===== src/hw/bsnp_pkg.sv =====
// Constants, types and decode shared by the bus snoop and protocol-option logic.
// Assumes a single bus clock; transfer type codes are local encodings.
package bsnp_pkg;

	// ==========================================================
	// Register map (byte addresses, 32-bit words)
	localparam logic [7:0] BSNP_CTRL_OFF = 8'h00;
	localparam logic [7:0] BSNP_STATUS_OFF = 8'h04;
	localparam logic [7:0] BSNP_RETRY_OFF = 8'h08;

	// Control fields
	localparam int BSNP_CTRL_SNOOP_EN_BIT = 0;
	localparam logic BSNP_CTRL_SNOOP_EN_RST = 1'b1;

	// Status fields
	localparam int BSNP_ST_DRTRY_DIS_BIT = 0;
	localparam int BSNP_ST_STREAM_BIT = 1;
	localparam int BSNP_ST_WB_ACT_BIT = 2;
	localparam int BSNP_ST_IN_TEN_BIT = 3;
	localparam int BSNP_ST_OWN_TEN_BIT = 4;
	localparam int BSNP_ST_DTEN_BIT = 5;

	// ==========================================================
	// Bus geometry
	localparam int BSNP_TT_W = 5;
	localparam int BSNP_DATA_W = 32;
	localparam int BSNP_CTL_W = 10;
	localparam int BSNP_PIN_W = BSNP_CTL_W + BSNP_TT_W + BSNP_DATA_W;
	localparam logic [1:0] BSNP_LAST_BEAT = 2'h3;
	localparam logic [BSNP_PIN_W-1:0] BSNP_PIN_RST = {{BSNP_CTL_W{1'b1}}, {(BSNP_PIN_W-BSNP_CTL_W){1'b0}}};

	// Transfer type encodings
	localparam logic [BSNP_TT_W-1:0] BSNP_TT_SYNC = 5'h01;
	localparam logic [BSNP_TT_W-1:0] BSNP_TT_TLBSYNC = 5'h02;
	localparam logic [BSNP_TT_W-1:0] BSNP_TT_TLBIE = 5'h03;
	localparam logic [BSNP_TT_W-1:0] BSNP_TT_RWNITC = 5'h04;
	localparam logic [BSNP_TT_W-1:0] BSNP_TT_EIEIO = 5'h05;

	// ==========================================================
	// Snoop classes and data tenure states
	typedef enum logic [2:0] {
		BSNP_CLS_DATA,
		BSNP_CLS_RWNITC,
		BSNP_CLS_SYNC,
		BSNP_CLS_TLBSYNC,
		BSNP_CLS_TLBIE,
		BSNP_CLS_OTHER
	} bsnp_cls_t;

	typedef enum logic [1:0] {
		BSNP_DT_IDLE,
		BSNP_DT_BUSY,
		BSNP_DT_GAP
	} bsnp_dt_t;

	function automatic bsnp_cls_t bsnp_tt_class(input logic [BSNP_TT_W-1:0] tt);
		case (tt)
			BSNP_TT_SYNC: bsnp_tt_class = BSNP_CLS_SYNC;
			BSNP_TT_TLBSYNC: bsnp_tt_class = BSNP_CLS_TLBSYNC;
			BSNP_TT_TLBIE: bsnp_tt_class = BSNP_CLS_TLBIE;
			BSNP_TT_RWNITC: bsnp_tt_class = BSNP_CLS_RWNITC;
			BSNP_TT_EIEIO: bsnp_tt_class = BSNP_CLS_OTHER;
			default: bsnp_tt_class = BSNP_CLS_DATA;
		endcase
	endfunction : bsnp_tt_class

	// Classes whose snoop could lead to a writeback
	function automatic logic bsnp_may_wb(input bsnp_cls_t c);
		bsnp_may_wb = (c == BSNP_CLS_DATA) || (c == BSNP_CLS_RWNITC);
	endfunction : bsnp_may_wb

endpackage : bsnp_pkg


===== src/hw/bsnp_sync.sv =====
// Two-stage synchroniser for a vector of pin inputs.
// Assumes each bit is sampled independently; the first stage is read by nothing else.
`timescale 1ns/100ps

module bsnp_sync #(
	parameter int W = 1,
	parameter logic [W-1:0] RST_VAL = '0
) (
	// Clock and reset
	input wire logic pclk,
	input wire logic presetn,
	// Data
	input wire logic [W-1:0] din,
	output logic [W-1:0] dout
);

	logic [W-1:0] meta_q;

	always_ff @(posedge pclk or negedge presetn) begin
		if (!presetn) begin
			meta_q <= RST_VAL;
			dout <= RST_VAL;
		end else begin
			meta_q <= din;
			dout <= meta_q;
		end
	end

endmodule : bsnp_sync


===== src/hw/bsnp_top.sv =====
// Snoop, address retry and bus protocol options of a processor bus interface, with an APB register port.
// Assumes bus pins are asynchronous to pclk and active low; core-side inputs are on pclk.
`timescale 1ns/100ps

module bsnp_top
	import bsnp_pkg::*;
(
	// Clock and reset
	input wire logic pclk,
	input wire logic presetn,
	// APB
	input wire logic psel,
	input wire logic penable,
	input wire logic pwrite,
	input wire logic [7:0] paddr,
	input wire logic [31:0] pwdata,
	output logic [31:0] prdata,
	output logic pready,
	output logic pslverr,
	// Bus pins in
	input wire logic ts_n,
	input wire logic aack_n,
	input wire logic gbl_n,
	input wire logic [BSNP_TT_W-1:0] tt,
	input wire logic abb_n,
	input wire logic dbb_n,
	input wire logic bg_n,
	input wire logic dbg_n,
	input wire logic ta_n,
	input wire logic drtry_n,
	input wire logic hard_reset_pin_n,
	input wire logic [BSNP_DATA_W-1:0] dbus,
	// Bus pins out (open drain: value, enable)
	output logic ts_n_o,
	output logic ts_oe,
	output logic abb_n_o,
	output logic abb_oe,
	output logic artry_n_o,
	output logic artry_oe,
	output logic shd_n_o,
	output logic shd_oe,
	// Core: address and data requests
	input wire logic own_addr_req,
	input wire logic own_rd_req,
	output logic own_launch,
	output logic rd_valid,
	output logic [BSNP_DATA_W-1:0] rd_data,
	// Core: snoop lookup
	output logic snp_req,
	output logic [BSNP_TT_W-1:0] snp_tt,
	input wire logic lk_valid,
	input wire logic lk_hit_mod,
	input wire logic lk_hit_shr,
	output logic wb_req,
	input wire logic wb_done,
	output logic to_excl,
	output logic tlbie_evt,
	input wire logic stale_xlate_pend,
	input wire logic translation_wait_bit
);

	// ==========================================================
	// Pin synchronisation
	logic [BSNP_PIN_W-1:0] pin_s;
	logic s_ts, s_aack, s_gbl, s_abb, s_dbb, s_bg, s_dbg, s_ta, s_drtry, s_hard_reset_pin;
	logic [BSNP_TT_W-1:0] s_tt;
	logic [BSNP_DATA_W-1:0] s_data;

	bsnp_sync #(.W(BSNP_PIN_W), .RST_VAL(BSNP_PIN_RST)) u_sync (
		.pclk(pclk),
		.presetn(presetn),
		.din({ts_n, aack_n, gbl_n, abb_n, dbb_n, bg_n, dbg_n, ta_n, drtry_n, hard_reset_pin_n, tt, dbus}),
		.dout(pin_s)
	);

	assign {s_ts, s_aack, s_gbl, s_abb, s_dbb, s_bg, s_dbg, s_ta, s_drtry, s_hard_reset_pin} =
		~pin_s[BSNP_PIN_W-1 -: BSNP_CTL_W];
	assign s_tt = pin_s[BSNP_DATA_W +: BSNP_TT_W];
	assign s_data = pin_s[BSNP_DATA_W-1:0];

	// ==========================================================
	// Register state
	logic snoop_en_q, drtry_dis_q, stream_q;
	logic [31:0] retry_cnt_q;

	// Modes caught while hard reset is held
	always_ff @(posedge pclk or negedge presetn) begin
		if (!presetn) begin
			drtry_dis_q <= 1'b0;
			stream_q <= 1'b0;
		end else if (s_hard_reset_pin) begin
			drtry_dis_q <= s_drtry;
			stream_q <= s_drtry;
		end
	end

	// ==========================================================
	// Address tenure tracking and own tenures
	logic in_ten_q, own_ten_q, ts_q, abb_q, own_d1_q, own_d2_q;
	logic launch;

	assign launch = own_addr_req && s_bg && !s_abb && !in_ten_q && !own_ten_q && !ts_q;

	always_ff @(posedge pclk or negedge presetn) begin
		if (!presetn) begin
			in_ten_q <= 1'b0;
		end else if (s_ts) begin
			in_ten_q <= !s_aack;
		end else if (s_aack) begin
			in_ten_q <= 1'b0;
		end
	end

	always_ff @(posedge pclk or negedge presetn) begin
		if (!presetn) begin
			ts_q <= 1'b0;
			abb_q <= 1'b0;
			own_ten_q <= 1'b0;
			own_d1_q <= 1'b0;
			own_d2_q <= 1'b0;
		end else begin
			ts_q <= launch;
			own_d1_q <= ts_q;
			own_d2_q <= own_d1_q;
			if (launch) begin
				own_ten_q <= 1'b1;
				abb_q <= 1'b1;
			end else if (own_ten_q && s_aack && !own_d2_q && !in_ten_q && !s_ts) begin
				own_ten_q <= 1'b0;
				abb_q <= 1'b0;
			end else if (own_ten_q && s_aack && !s_ts) begin
				own_ten_q <= 1'b0;
				abb_q <= 1'b0;
			end
		end
	end

	assign ts_n_o = !ts_q;
	assign ts_oe = ts_q;
	assign abb_n_o = !abb_q;
	assign abb_oe = abb_q;
	assign own_launch = ts_q;

	// ==========================================================
	// Snoop capture and lookup
	logic snp_pend_q, snp_req_q, lk_done_q, lk_mod_q, lk_shr_q;
	logic [BSNP_TT_W-1:0] snp_tt_q;
	bsnp_cls_t cls;
	logic retry;
	logic wb_act_q;

	always_ff @(posedge pclk or negedge presetn) begin
		if (!presetn) begin
			snp_pend_q <= 1'b0;
			snp_req_q <= 1'b0;
			snp_tt_q <= '0;
		end else begin
			snp_req_q <= 1'b0;
			if (s_ts && s_gbl && !own_d2_q && snoop_en_q) begin
				snp_pend_q <= 1'b1;
				snp_req_q <= 1'b1;
				snp_tt_q <= s_tt;
			end else if (s_aack) begin
				snp_pend_q <= 1'b0;
			end
		end
	end

	always_ff @(posedge pclk or negedge presetn) begin
		if (!presetn) begin
			lk_done_q <= 1'b0;
			lk_mod_q <= 1'b0;
			lk_shr_q <= 1'b0;
		end else if (snp_req_q) begin
			lk_done_q <= lk_valid;
			lk_mod_q <= lk_valid && lk_hit_mod;
			lk_shr_q <= lk_valid && lk_hit_shr;
		end else if (lk_valid && snp_pend_q && !lk_done_q) begin
			lk_done_q <= 1'b1;
			lk_mod_q <= lk_hit_mod;
			lk_shr_q <= lk_hit_shr;
		end
	end

	assign snp_req = snp_req_q;
	assign snp_tt = snp_tt_q;
	assign cls = bsnp_tt_class(snp_tt_q);

	always_comb begin
		retry = 1'b0;
		if (!lk_done_q && bsnp_may_wb(cls))
			retry = 1'b1;
		if (lk_mod_q && bsnp_may_wb(cls))
			retry = 1'b1;
		if (wb_act_q && bsnp_may_wb(cls))
			retry = 1'b1;
		if (wb_act_q && cls == BSNP_CLS_SYNC)
			retry = 1'b1;
		if (stale_xlate_pend && cls == BSNP_CLS_TLBSYNC)
			retry = 1'b1;
		if (translation_wait_bit && cls == BSNP_CLS_TLBIE)
			retry = 1'b1;
	end

	// ==========================================================
	// Responses in the retry window, writeback and side events
	logic artry_q, shd_q, wb_req_q, excl_q, tlbie_q;
	logic resp;

	assign resp = s_aack && snp_pend_q;

	always_ff @(posedge pclk or negedge presetn) begin
		if (!presetn) begin
			artry_q <= 1'b0;
			shd_q <= 1'b0;
			wb_req_q <= 1'b0;
			excl_q <= 1'b0;
			tlbie_q <= 1'b0;
		end else begin
			artry_q <= resp && retry;
			shd_q <= resp && (lk_shr_q || lk_mod_q);
			wb_req_q <= resp && lk_mod_q && bsnp_may_wb(cls) && !wb_act_q;
			excl_q <= resp && !retry && lk_done_q && cls == BSNP_CLS_RWNITC;
			tlbie_q <= resp && !retry && cls == BSNP_CLS_TLBIE;
		end
	end

	// Writeback busy: new start wins over the done strobe
	always_ff @(posedge pclk or negedge presetn) begin
		if (!presetn) begin
			wb_act_q <= 1'b0;
		end else if (resp && lk_mod_q && bsnp_may_wb(cls)) begin
			wb_act_q <= 1'b1;
		end else if (wb_done) begin
			wb_act_q <= 1'b0;
		end
	end

	assign artry_n_o = !artry_q;
	assign artry_oe = artry_q;
	assign shd_n_o = !shd_q;
	assign shd_oe = shd_q;
	assign wb_req = wb_req_q;
	assign to_excl = excl_q;
	assign tlbie_evt = tlbie_q;

	// ==========================================================
	// Data tenures and read data
	bsnp_dt_t dt_q;
	logic [1:0] beat_q;
	logic hold_v_q, rd_v_q, commit, last, take;
	logic [BSNP_DATA_W-1:0] hold_q, rd_q;

	assign commit = drtry_dis_q ? (s_ta && dt_q == BSNP_DT_BUSY) : (hold_v_q && !s_drtry);
	assign last = commit && beat_q == BSNP_LAST_BEAT;
	assign take = own_rd_req && s_dbg && !s_dbb && (dt_q == BSNP_DT_IDLE || (stream_q && last));

	always_ff @(posedge pclk or negedge presetn) begin
		if (!presetn) begin
			dt_q <= BSNP_DT_IDLE;
			beat_q <= '0;
		end else begin
			if (commit)
				beat_q <= beat_q + 2'h1;
			case (dt_q)
				BSNP_DT_IDLE: if (take) dt_q <= BSNP_DT_BUSY;
				BSNP_DT_BUSY: if (last) dt_q <= take ? BSNP_DT_BUSY : (stream_q ? BSNP_DT_IDLE : BSNP_DT_GAP);
				BSNP_DT_GAP: dt_q <= BSNP_DT_IDLE;
				default: dt_q <= BSNP_DT_IDLE;
			endcase
		end
	end

	always_ff @(posedge pclk or negedge presetn) begin
		if (!presetn) begin
			hold_v_q <= 1'b0;
			hold_q <= '0;
			rd_v_q <= 1'b0;
			rd_q <= '0;
		end else begin
			hold_v_q <= !drtry_dis_q && s_ta && dt_q == BSNP_DT_BUSY;
			hold_q <= s_data;
			rd_v_q <= commit;
			rd_q <= drtry_dis_q ? s_data : hold_q;
		end
	end

	assign rd_valid = rd_v_q;
	assign rd_data = rd_q;

	// ==========================================================
	// APB slave: zero wait states, data set up in the setup phase
	logic [31:0] rdata_q;
	logic err_q, ready_q, hit;

	assign hit = paddr == BSNP_CTRL_OFF || paddr == BSNP_STATUS_OFF || paddr == BSNP_RETRY_OFF;

	always_ff @(posedge pclk or negedge presetn) begin
		if (!presetn) begin
			rdata_q <= '0;
			err_q <= 1'b0;
			ready_q <= 1'b0;
		end else begin
			ready_q <= 1'b1;
			err_q <= psel && !penable && !hit;
			if (psel && !penable) begin
				case (paddr)
					BSNP_CTRL_OFF: rdata_q <= 32'({snoop_en_q} << BSNP_CTRL_SNOOP_EN_BIT);
					BSNP_STATUS_OFF: rdata_q <= 32'(({31'h0000_0000, drtry_dis_q} << BSNP_ST_DRTRY_DIS_BIT)
						| ({31'h0000_0000, stream_q} << BSNP_ST_STREAM_BIT)
						| ({31'h0000_0000, wb_act_q} << BSNP_ST_WB_ACT_BIT)
						| ({31'h0000_0000, in_ten_q} << BSNP_ST_IN_TEN_BIT)
						| ({31'h0000_0000, own_ten_q} << BSNP_ST_OWN_TEN_BIT)
						| ({31'h0000_0000, dt_q != BSNP_DT_IDLE} << BSNP_ST_DTEN_BIT));
					BSNP_RETRY_OFF: rdata_q <= retry_cnt_q;
					default: rdata_q <= '0;
				endcase
			end
		end
	end

	always_ff @(posedge pclk or negedge presetn) begin
		if (!presetn) begin
			snoop_en_q <= BSNP_CTRL_SNOOP_EN_RST;
		end else if (psel && penable && pwrite && paddr == BSNP_CTRL_OFF) begin
			snoop_en_q <= pwdata[BSNP_CTRL_SNOOP_EN_BIT];
		end
	end

	// Retry counter: a write clears it, a retry in the same cycle still counts
	always_ff @(posedge pclk or negedge presetn) begin
		if (!presetn) begin
			retry_cnt_q <= '0;
		end else if (psel && penable && pwrite && paddr == BSNP_RETRY_OFF) begin
			retry_cnt_q <= {31'h0000_0000, artry_q};
		end else if (artry_q) begin
			retry_cnt_q <= retry_cnt_q + 32'h0000_0001;
		end
	end

	assign prdata = rdata_q;
	assign pready = ready_q;
	assign pslverr = err_q;

endmodule : bsnp_top


===== config.mk =====
export PLATFORM = sky130hd
export DESIGN_NAME = bsnp_top
export DESIGN_NICKNAME = d
export VERILOG_FILES = /design/src/hw/bsnp_pkg.sv /design/src/hw/bsnp_sync.sv /design/src/hw/bsnp_top.sv
export SDC_FILE = /design/constraint.sdc
export NUM_CORES = 1
export LEC_CHECK = 0
export ABC_AREA = 1
export BUFFER_PORTS_ARGS = -buffer_cell sky130_fd_sc_hd__buf_4
export CAP_MARGIN = 20
export CORE_UTILIZATION = 25
export DETAILED_ROUTE_END_ITERATION = 16
export MAX_ROUTING_LAYER = met4
export SYNTH_ARGS = -nofsm -noshare
export SYNTH_HDL_FRONTEND = slang
export SYNTH_SLANG_ARGS = --single-unit

===== constraint.sdc =====
create_clock -name pclk -period 2.4 [get_ports pclk]
set_input_delay 0.48 -clock pclk [delete_from_list [all_inputs] [get_ports pclk]]
set_output_delay 0.48 -clock pclk [all_outputs]
set_load 0.1 [all_outputs]

==> results of run 1 <==
-- power groups by stage --
stage	clock network [mW]	registers, mW	logic, mW
after floorplan	0	5.20	0.250
after global placement	0	4.68	1.19
after detailed placement	0	4.69	1.20
after CTS	4.45	4.61	1.26
after global routing	4.62	4.63	1.33
final	4.29	4.61	1.23
-- stage by stage --
stage	instance area (um^2)	power, mW	util	cells
2_1_floorplan	9080	5.45	-	856
3_3_place_gp	10800	5.86	0.304	1459
3_5_place_dp	10800	5.88	0.304	1459
4_1_cts	12200	10.3	0.342	1551
5_1_grt	12200	10.6	0.342	1551
6_report	12200	10.1	0.342	1551
-- logic make-up (layout without fill, tap and decap cells) --
group	count (synthesis)	in the layout	share of synthesized area
flip-flops	253	253	0.700
AO/OA/AOI/OAI	76	76	0.0478
other	1	1	0.000413
AND/OR/NAND/NOR	422	422	0.199
buffers and inverters	95	329	0.0430
adder cells (fa/ha/maj)	2	2	0.00276
XOR/XNOR	6	6	0.00579
multiplexers	1	1	0.00124
-- worst paths after layout --
kind | from | to | slack (ps) | depth (start not counted)
max in group asynchronous | presetn | u_sync.dout[45] | 1230 | 3
min in group asynchronous | presetn | u_sync.meta_q[5] | 440 | 2
setup reg to reg | artry_oe | retry_cnt_q[19] | 670 | 7
setup / recovery | artry_oe | artry_n_o | 130 | 2
hold / removal | bg_n | u_sync.meta_q[41] | 30 | 1
hold reg to reg | u_sync.meta_q[3] | u_sync.dout[3] | 340 | 0
-- registers in the layout, summed over array words and instances, names as in the netlist, 2 cells and up --
name / count
u_sync.meta_q: 47
retry_cnt_q: 32
prdata: 32
snp_tt: 5
rd_data: 32
beat_q: 2
dt_q: 2
hold_q: 32
u_sync.dout: 47
-- area by class of cell --
class | count | area share
inverters | 71 | 0.0219
clock inverters | 10 | 0.00976
flip-flops and latches | 253 | 0.522
multi-input cells | 508 | 0.192
repair buffers | 206 | 0.139
clock buffers | 42 | 0.0684
well taps | 461 | 0.0474
-- layer usage --
| metal | vias to the layer above | share of wire | GRT usage |
|---|---|---|---|
| met1 | 2988 | 0.45 | 0.158 |
| met3 | 46 | 0.072 | 0.0275 |
| met4 | 0 | 0.025 | 0.0415 |
| met2 | 149 | 0.45 | 0.173 |
| met5 | - | 0 | - |
| li1 | 3139 | - | - |
-- repair_timing --
item / 4_1_cts / 5_1_grt
setup buffers: 0 / 0
resized for setup: 0 / 0
hold buffers: 40 / 0
hold endpoints to repair: 91 / 0
-- worst max-delay path, cell delays in order (launching register included) --
cell and delay (ps):
dfrtp_1 530, inv_2 340, buf_4 360
-- synthesized netlist by cell type (all sizes together) --
cell type,n,share of area
nand4,10,0.0085
a31oi,1,0.00069
nor4,1,0.00069
o21ai,36,0.020
nor3,12,0.0084
o31ai,19,0.016
nor2,79,0.039
buf,10,0.0068
nand3,45,0.025
clkinv,1,0.00041
or2,2,0.0014
dfrtp,232,0.64
and3,2,0.0014
a21oi,19,0.010
nand2,271,0.11
ha,2,0.0028
inv,70,0.029
o22ai,1,0.00069
clkbuf,14,0.0069
dfstp,21,0.061
conb,1,0.00041
mux2,1,0.0012
xor2,6,0.0058
==> summary.txt, run 1 <==
antenna violations before repair - 0
worst hold path type - in2reg
Netlist Area Pre-Place - 9080 um^2
Switch Pwr - 2.77 mW
DR WL/cell - 13.3 um
number of global-route vias before repair - 6158
sequential area share after synthesis - 0.700
Net Sw Frac - 0.274
Critical Path Start Type - flip-flop
Pins Over Slew Limit - 0
clk_lat worst skew - 560 ps
Synth cell types - 38
final worst slack - 134 ps
multi-input logic area - 2330 um^2
worst slew margin relative to its limit - 0.659
status - finished with violations
Top Ports - 185
grt total ovfl - 0
vias post-DR - 6322
Worst Max-Slew Pin Slew - 512 ps
Fill cells - 3578
Final ANT Viol Nets - 0
combinational share of power - 0.122
Initial Util - 0.255
flops & latches, synth - 253
Detailed Place HPWL - 14100 um
H-tree depth - 1
Max Root-Sink Buffers - 3
GRT Util Overall - 0.118
clk_skew - 10.0 ps
GPL Wtd Cong - 0.863
Syn-to-layout area delta - 34.1%
CP Class - reg2out
# rows - 69
Syn Inst Count - 856
Num CTS Buffers - 28
register area - 6360 um^2
failing checks - design-rule violations
post-route minimum period - 2270 ps
Clock transition at path regs - 60 ps
most common cell after layout, fill and taps aside - nand2_1
Post-Place Setup Slack - 536 ps
most frequent cells in the layout - nand2_1 (266), dfrtp_1 (232), buf_4 (162), nor2_1 (69), inv_1 (66)
hold slack - 33.2 ps
setup_tns - 0 ps
Net Count, Synth - 958
Clk pwr share - 0.424
Avg Synthesized Cell Area - 10.6 um^2
nets@finish - 1170
die height - 193 um
Setup-failing EPs final - 0
CP Data Required Time - 1920 ps
Syn. warnings - 0
die area - 37100 um^2
crit path max fanout - 12
Port-buffer cells - 153
Final Hold Vio Count - 0
# DRC - 9
Flop pwr share - 0.455
largest net degree at the start of global routing - 63
die outline width - 193 um
RSZ-0062 raised after global routing - no
clock sinks - 253
Arr. time, crit path - 1790 ps
Max VDD drop - 0.000470 V
final wirelength - 20600 um
Clock Root Buffer - clkbuf_16
first-pass GRT wire length - 33200 um
max_cap viols - 0
CORE AREA - 35700 um^2
P per Cell Area - 832 nW/um^2
CTS tree - built
Pleak - 5.89 nW
Pre-antenna DRT Iters - 10
Vias per Instance - 4.08
period utilization - 0.944
ant diodes - 0
layout cells sized above 1 - 0.239
Fmax - 0.441 GHz
CP Capture Type - primary output
initial DRC count - 234
Pint - 7.36 mW
Power figures use the tool's default switching activity.
==> run 2: changes to the inputs <==
- RECOVER_POWER: default -> 25
==> summary.txt, run 2 (synthesized netlist as in run 1, its figures left out) <==
nets@finish - 1170 (unchanged)
H-tree depth - 1 (unchanged)
period utilization - 0.944 (about the same)
worst slew margin relative to its limit - -0.0642 (-0.723)
combinational share of power - 0.121 (about the same)
final wirelength - 20500 um (-0.33%)
status - finished with violations
Num CTS Buffers - 28 (unchanged)
number of global-route vias before repair - 6158 (unchanged)
most common cell after layout, fill and taps aside - nand2_1
RSZ-0062 raised after global routing - no
setup_tns - 0 ps (unchanged)
initial DRC count - 218 (-6.8%)
Critical Path Start Type - flip-flop
CP peak stage delay - 540 ps (about the same)
CP Capture Type - primary output
register area - 6360 um^2 (unchanged)
worst hold path type - in2reg
clk_skew - 11.6 ps (+1.55 ps)
CP Cell Sequence - inv_2 > buf_4
CP top delay family - buffers and inverters
multi-input logic area - 2330 um^2 (unchanged)
die outline width - 193 um (unchanged)
Initial Util - 0.255 (unchanged)
Final Hold Vio Count - 0 (unchanged)
largest net degree at the start of global routing - 63 (unchanged)
Max Root-Sink Buffers - 3 (unchanged)
GPL Wtd Cong - 0.863 (unchanged)
ant diodes - 0 (unchanged)
CP Class - reg2out
Arr. time, crit path - 1780 ps (about the same)
CTS tree - built
biggest regs - u_sync.dout (47), u_sync.meta_q (47)
Pleak - 5.87 nW (-0.22%)
Post-CTS Resized - 0 (unchanged)
failing checks - design-rule violations, max-capacitance violations, max-slew violations
Flop pwr share - 0.455 (about the same)
post-route minimum period - 2260 ps (-1.13 ps)
Worst Max-Slew Pin Slew - 1600 ps (+1080 ps)
Critical path buffers and inverters - 2 (unchanged)
DR WL/cell - 13.2 um (-0.33%)
Switch Pwr - 2.76 mW (-0.35%)
Fill cells - 3579 (+0.028%)
antenna violations before repair - 0 (unchanged)
Pre-antenna DRT Iters - 10 (unchanged)
grt total ovfl - 0 (unchanged)
Pins Over Slew Limit - 60 (+60)
Max VDD drop - 0.000469 V (-0.25%)
# DRC - 9 (unchanged)
Net Sw Frac - 0.273 (-0.000549)
CORE AREA - 35700 um^2 (unchanged)
die area - 37100 um^2 (unchanged)
Top Ports - 185 (unchanged)
CP Data Required Time - 1920 ps (about the same)
Syn-to-layout area delta - 34.0% (about the same)
Vias per Instance - 4.08 (+0.17%)
Final ANT Viol Nets - 0 (unchanged)
GRT Util Overall - 0.118 (unchanged)
clk_lat worst skew - 560 ps (about the same)
Port-buffer cells - 153 (unchanged)
vias post-DR - 6333 (+0.17%)
max_cap viols - 1 (+1)
Pint - 7.35 mW (about the same)
# rows - 69 (unchanged)
Critical Path Slowest Stage Cell - dfrtp_1
critical register-to-register path startpoint - artry_oe
first-pass GRT wire length - 33200 um (unchanged)
crit path max fanout - 12 (unchanged)
Clock Root Buffer - clkbuf_16
CP Launch Point - artry_oe
hold_sp - abb_n
Setup-failing EPs final - 0 (unchanged)
Fmax - 0.442 GHz (about the same)
clock sinks - 253 (unchanged)
Power, Total - 10.1 mW (-0.15%)
die height - 193 um (unchanged)
layout cells sized above 1 - 0.239 (unchanged)
most frequent cells in the layout - nand2_1 (266), dfrtp_1 (232), buf_4 (115), nor2_1 (69), inv_1 (66)
Detailed Place HPWL - 14100 um (unchanged)
Clock transition at path regs - 60 ps (about the same)
Clk pwr share - 0.423 (about the same)
P per Cell Area - 831 nW/um^2 (about the same)
-- run 2: final timing paths --
| check | endpoint | slack [ps] | depth (start not counted) |
|---|---|---|---|
| min | u_sync.meta_q[43] | 40 | 1 |
| min reg2reg | u_sync.dout[3] | 340 | 0 |
| max in group asynchronous | u_sync.dout[45] | 480 | 3 |
| min in group asynchronous | u_sync.meta_q[5] | 860 | 2 |
| max reg2reg | retry_cnt_q[19] | 660 | 7 |
| max | artry_n_o | 140 | 2 |
-- run 2: area by class of cell --
type,count,area share
multi-input cells,508,0.192
clock inverters,10,0.00977
repair buffers,206,0.138
flip-flops and latches,253,0.523
clock buffers,42,0.0685
well taps,461,0.0474
inverters,71,0.0219
-- run 2: routing by layer --
layer	global-route usage	share of wire
met4	0.0415	0.026
met1	0.158	0.45
met3	0.0275	0.066
met2	0.173	0.45
met5	-	0
-- run 2: power groups by stage --
stage	Sequential [mW]	Clock, mW	Combinational (mW)
after floorplan	5.20	0	0.250
after global placement	4.68	0	1.19
after detailed placement	4.69	0	1.20
after CTS	4.61	4.45	1.26
after global routing	4.63	4.62	1.32
final	4.61	4.28	1.23
-- run 2: timing repair --
action,CTS,global route
hold endpoints to repair,91,0
buffers inserted,0,0
hold buffers,40,0
-- run 2: worst reg2reg max path, cell delays in order (launching register included) --
cell     delay [ps]
dfrtp_1         610
inv_2           260
nor3_4          310
nand2_2         140
nor2_2          150
nand3_1          80
nand2_1          60
nor2_1           40
-- run 2: through the flow --
step / util / instance area (um^2) / std cells / hold slack, ps / setup WS, ps
3_3_place_gp: 0.304 / 10800 / 1459 / 332 / 521
2_1_floorplan: - / 9080 / 856 / 184 / 109
3_5_place_dp: 0.304 / 10800 / 1459 / 335 / 536
4_1_cts: 0.342 / 12200 / 1551 / 0.785 / 98.8
6_report: 0.341 / 12200 / 1551 / 36.7 / 135
5_1_grt: 0.341 / 12200 / 1551 / 4.02 / 42.4
==> run 3: changes to the inputs <==
- BUFFER_PORTS_ARGS: -buffer_cell sky130_fd_sc_hd__buf_4 -> -buffer_cell sky130_fd_sc_hd__buf_2
- SYNTH_HIERARCHICAL: default -> 1
==> summary.txt, run 3 <==
Port-buffer cells - 153 (unchanged)
Reg2Reg Capture Point - retry_cnt_q[22]
CORE AREA - 35800 um^2 (+0.48%)
die outline width - 194 um (+0.59%)
worst slew margin relative to its limit - 0.401 (+0.465)
Detailed Place HPWL - 15100 um (+6.9%)
Placed Instances - 1498 (+2.7%)
final core utilization - 0.335 (-0.00590)
Worst Max-Slew Pin Slew - 898 ps (-699 ps)
max_cap viols - 0 (-1)
Non-Filler Instances - 1603 (+3.4%)
Primary FF master, synth - dfrtp_1
period utilization - 0.905 (-0.0381)
clock sinks - 253 (unchanged)
Post-synth EDFFs - 0 (unchanged)
GRT Util Overall - 0.121 (+0.00363)
Fmax - 0.460 GHz (+4.2%)
Final Hold Vio Count - 0 (unchanged)
Pre-antenna DRT Iters - 4 (-6)
most common cell after layout, fill and taps aside - nand2_1
Arr. time, crit path - 1690 ps (-90 ps)
die height - 194 um (+0.59%)
nets@finish - 1217 (+4.0%)
Final ANT Viol Nets - 0 (unchanged)
GPL Wtd Cong - 0.900 (+4.3%)
number of post-CTS setup repair buffers - 0 (unchanged)
Pins Over Slew Limit - 0 (-100%)
Initial Util - 0.256 (+0.00181)
setup_tns - 0 ps (unchanged)
clk_skew - 7.15 ps (-4.44 ps)
Synth cell types - 37 (-2.6%)
Num CTS Buffers - 29 (+3.6%)
Max VDD drop - 0.000587 V (+25%)
Clock transition at path regs - 60 ps (about the same)
worst-case hold path end point - u_sync/meta_q[36]
DP Area - 10600 um^2 (-2.1%)
most frequent cells in the layout - nand2_1 (301), dfrtp_1 (232), buf_2 (151), nor2_1 (79), inv_1 (72)
Synth top area share - 0.632 (-0.00757)
CP Capture Type - primary output
status - finished clean
antenna violations before repair - 5 (+5)
# rows - 69 (unchanged)
P per Cell Area - 832 nW/um^2 (about the same)
CP Data Required Time - 1920 ps (about the same)
Post-synth ARST share - 1.00 (unchanged)
CTS Hold Buffers Added - 47 (+18%)
Syn Inst Count - 892 (+4.2%)
die area - 37500 um^2 (+1.2%)
Setup-failing EPs final - 0 (unchanged)
hold slack - 25.4 ps (-11.3 ps)
vias post-DR - 6637 (+4.8%)
Critical Path Start Type - flip-flop
hold_sp - tt[4]
length in cells of the worst reg-to-reg path - 9 (+2)
CTS tree - built
RSZ-0062 raised after global routing - no
largest net degree at the start of global routing - 74 (+17%)
critical register-to-register path startpoint - retry_cnt_q[0]
Post-CTS Resized - 0 (unchanged)
layout cells sized above 1 - 0.234 (-0.00479)
grt total ovfl - 0 (unchanged)
sequential area share after synthesis - 0.692 (-0.00829)
flops & latches, synth - 253 (unchanged)
DR WL/cell - 13.5 um (+1.8%)
# DRC - 0 (-9)
Synth top cells by count - nand2_1 (301), dfrtp_1 (232), nor2_1 (79)
Net Count, Synth - 994 (+3.8%)
H-tree depth - 1 (unchanged)
Pleak - 5.87 nW (about the same)
count leader, synth - nand2_1
number of global-route vias before repair - 6575 (+6.8%)
initial DRC count - 301 (+38%)
final wirelength - 21600 um (+5.3%)
post-synth top area cell - dfrtp_1
Avg Synthesized Cell Area - 10.3 um^2 (-2.9%)
crit path max fanout - 5 (-7)
worst hold path type - in2reg
Post-Place Setup Slack - 320 ps (-215 ps)
Syn. warnings - 6 (+6)
Netlist Area Pre-Place - 9190 um^2 (+1.2%)
flop2flop setup slack - 720 ps (+60 ps)
Max Root-Sink Buffers - 3 (unchanged)
CP Class - reg2out
top cells by area, synth - dfrtp_1 (63%), nand2_1 (12%), dfstp_2 (6.0%)
Syn-to-layout area delta - 30.7%
Hold Path Stages - 1 (unchanged)
cell area after layout - 12000 um^2 (-1.3%)
post-route minimum period - 2170 ps (-91.3 ps)
Clock Root Buffer - clkbuf_16
final worst slack - 227 ps (+91.3 ps)
first-pass GRT wire length - 35300 um (+6.4%)
Vias per Instance - 4.14 (+1.4%)
clk_lat worst skew - 570 ps (about the same)
Top Ports - 185 (unchanged)
Power, Total - 10.0 mW (-1.2%)
biggest regs - u_sync/dout (47), u_sync/meta_q (47)
## run 3: cell families after synthesis
kind of cell / after synthesis / share of synthesized area
and+or+nand+nor: 464 / 0.214
DFF: 253 / 0.692
buffers and inverters: 98 / 0.0417
AOI/OAI and AO/OA: 69 / 0.0448
xor gates and xnor gates: 4 / 0.00381
adders and majority gates: 2 / 0.00272
other: 1 / 0.000408
muxes: 1 / 0.00123
## run 3: how the worst max path moves through the flow
stage	start	end	slack [ps]
finish	artry_oe	artry_n_o	230
global route	artry_oe	artry_n_o	140
CTS	artry_oe	artry_n_o	170
detailed placement	paddr[5]	retry_cnt_q[0]	320
global placement	paddr[5]	retry_cnt_q[0]	360
floorplan	artry_oe	retry_cnt_q[16]	70
## run 3: power breakdown
group / total, mW / switching (mW) / internal [mW]
clock network: 4.27 / 1.82 / 2.45
logic: 1.14 / 0.889 / 0.247
registers: 4.59 / 0.0867 / 4.50
total: 10.0 / 2.80 / 7.20
## run 3: cell type report
| class | count | area (um^2) |
|---|---|---|
| Antenna cell | 4 | 10.0 |
| Clock buffer | 36 | 782 |
| Clock inverter | 18 | 158 |
| Fill cell | 3648 | 23800 |
| Inverter | 74 | 278 |
| Multi-Input combinational cell | 541 | 2450 |
| Sequential cell | 253 | 6360 |
| Tap cell | 461 | 577 |
| Timing Repair Buffer | 216 | 1400 |
## run 3: per-layer routing
layer,GRT usage,vias up,share of wire
met2,0.183,167,0.45
met4,0.0468,0,0.030
met3,0.0336,39,0.074
met1,0.155,3163,0.45
li1,-,3268,-
met5,-,-,0
## run 3: critical path, stage by stage (launching register included)
cell and delay, ps:
dfrtp_1 460, inv_1 210, buf_2 460
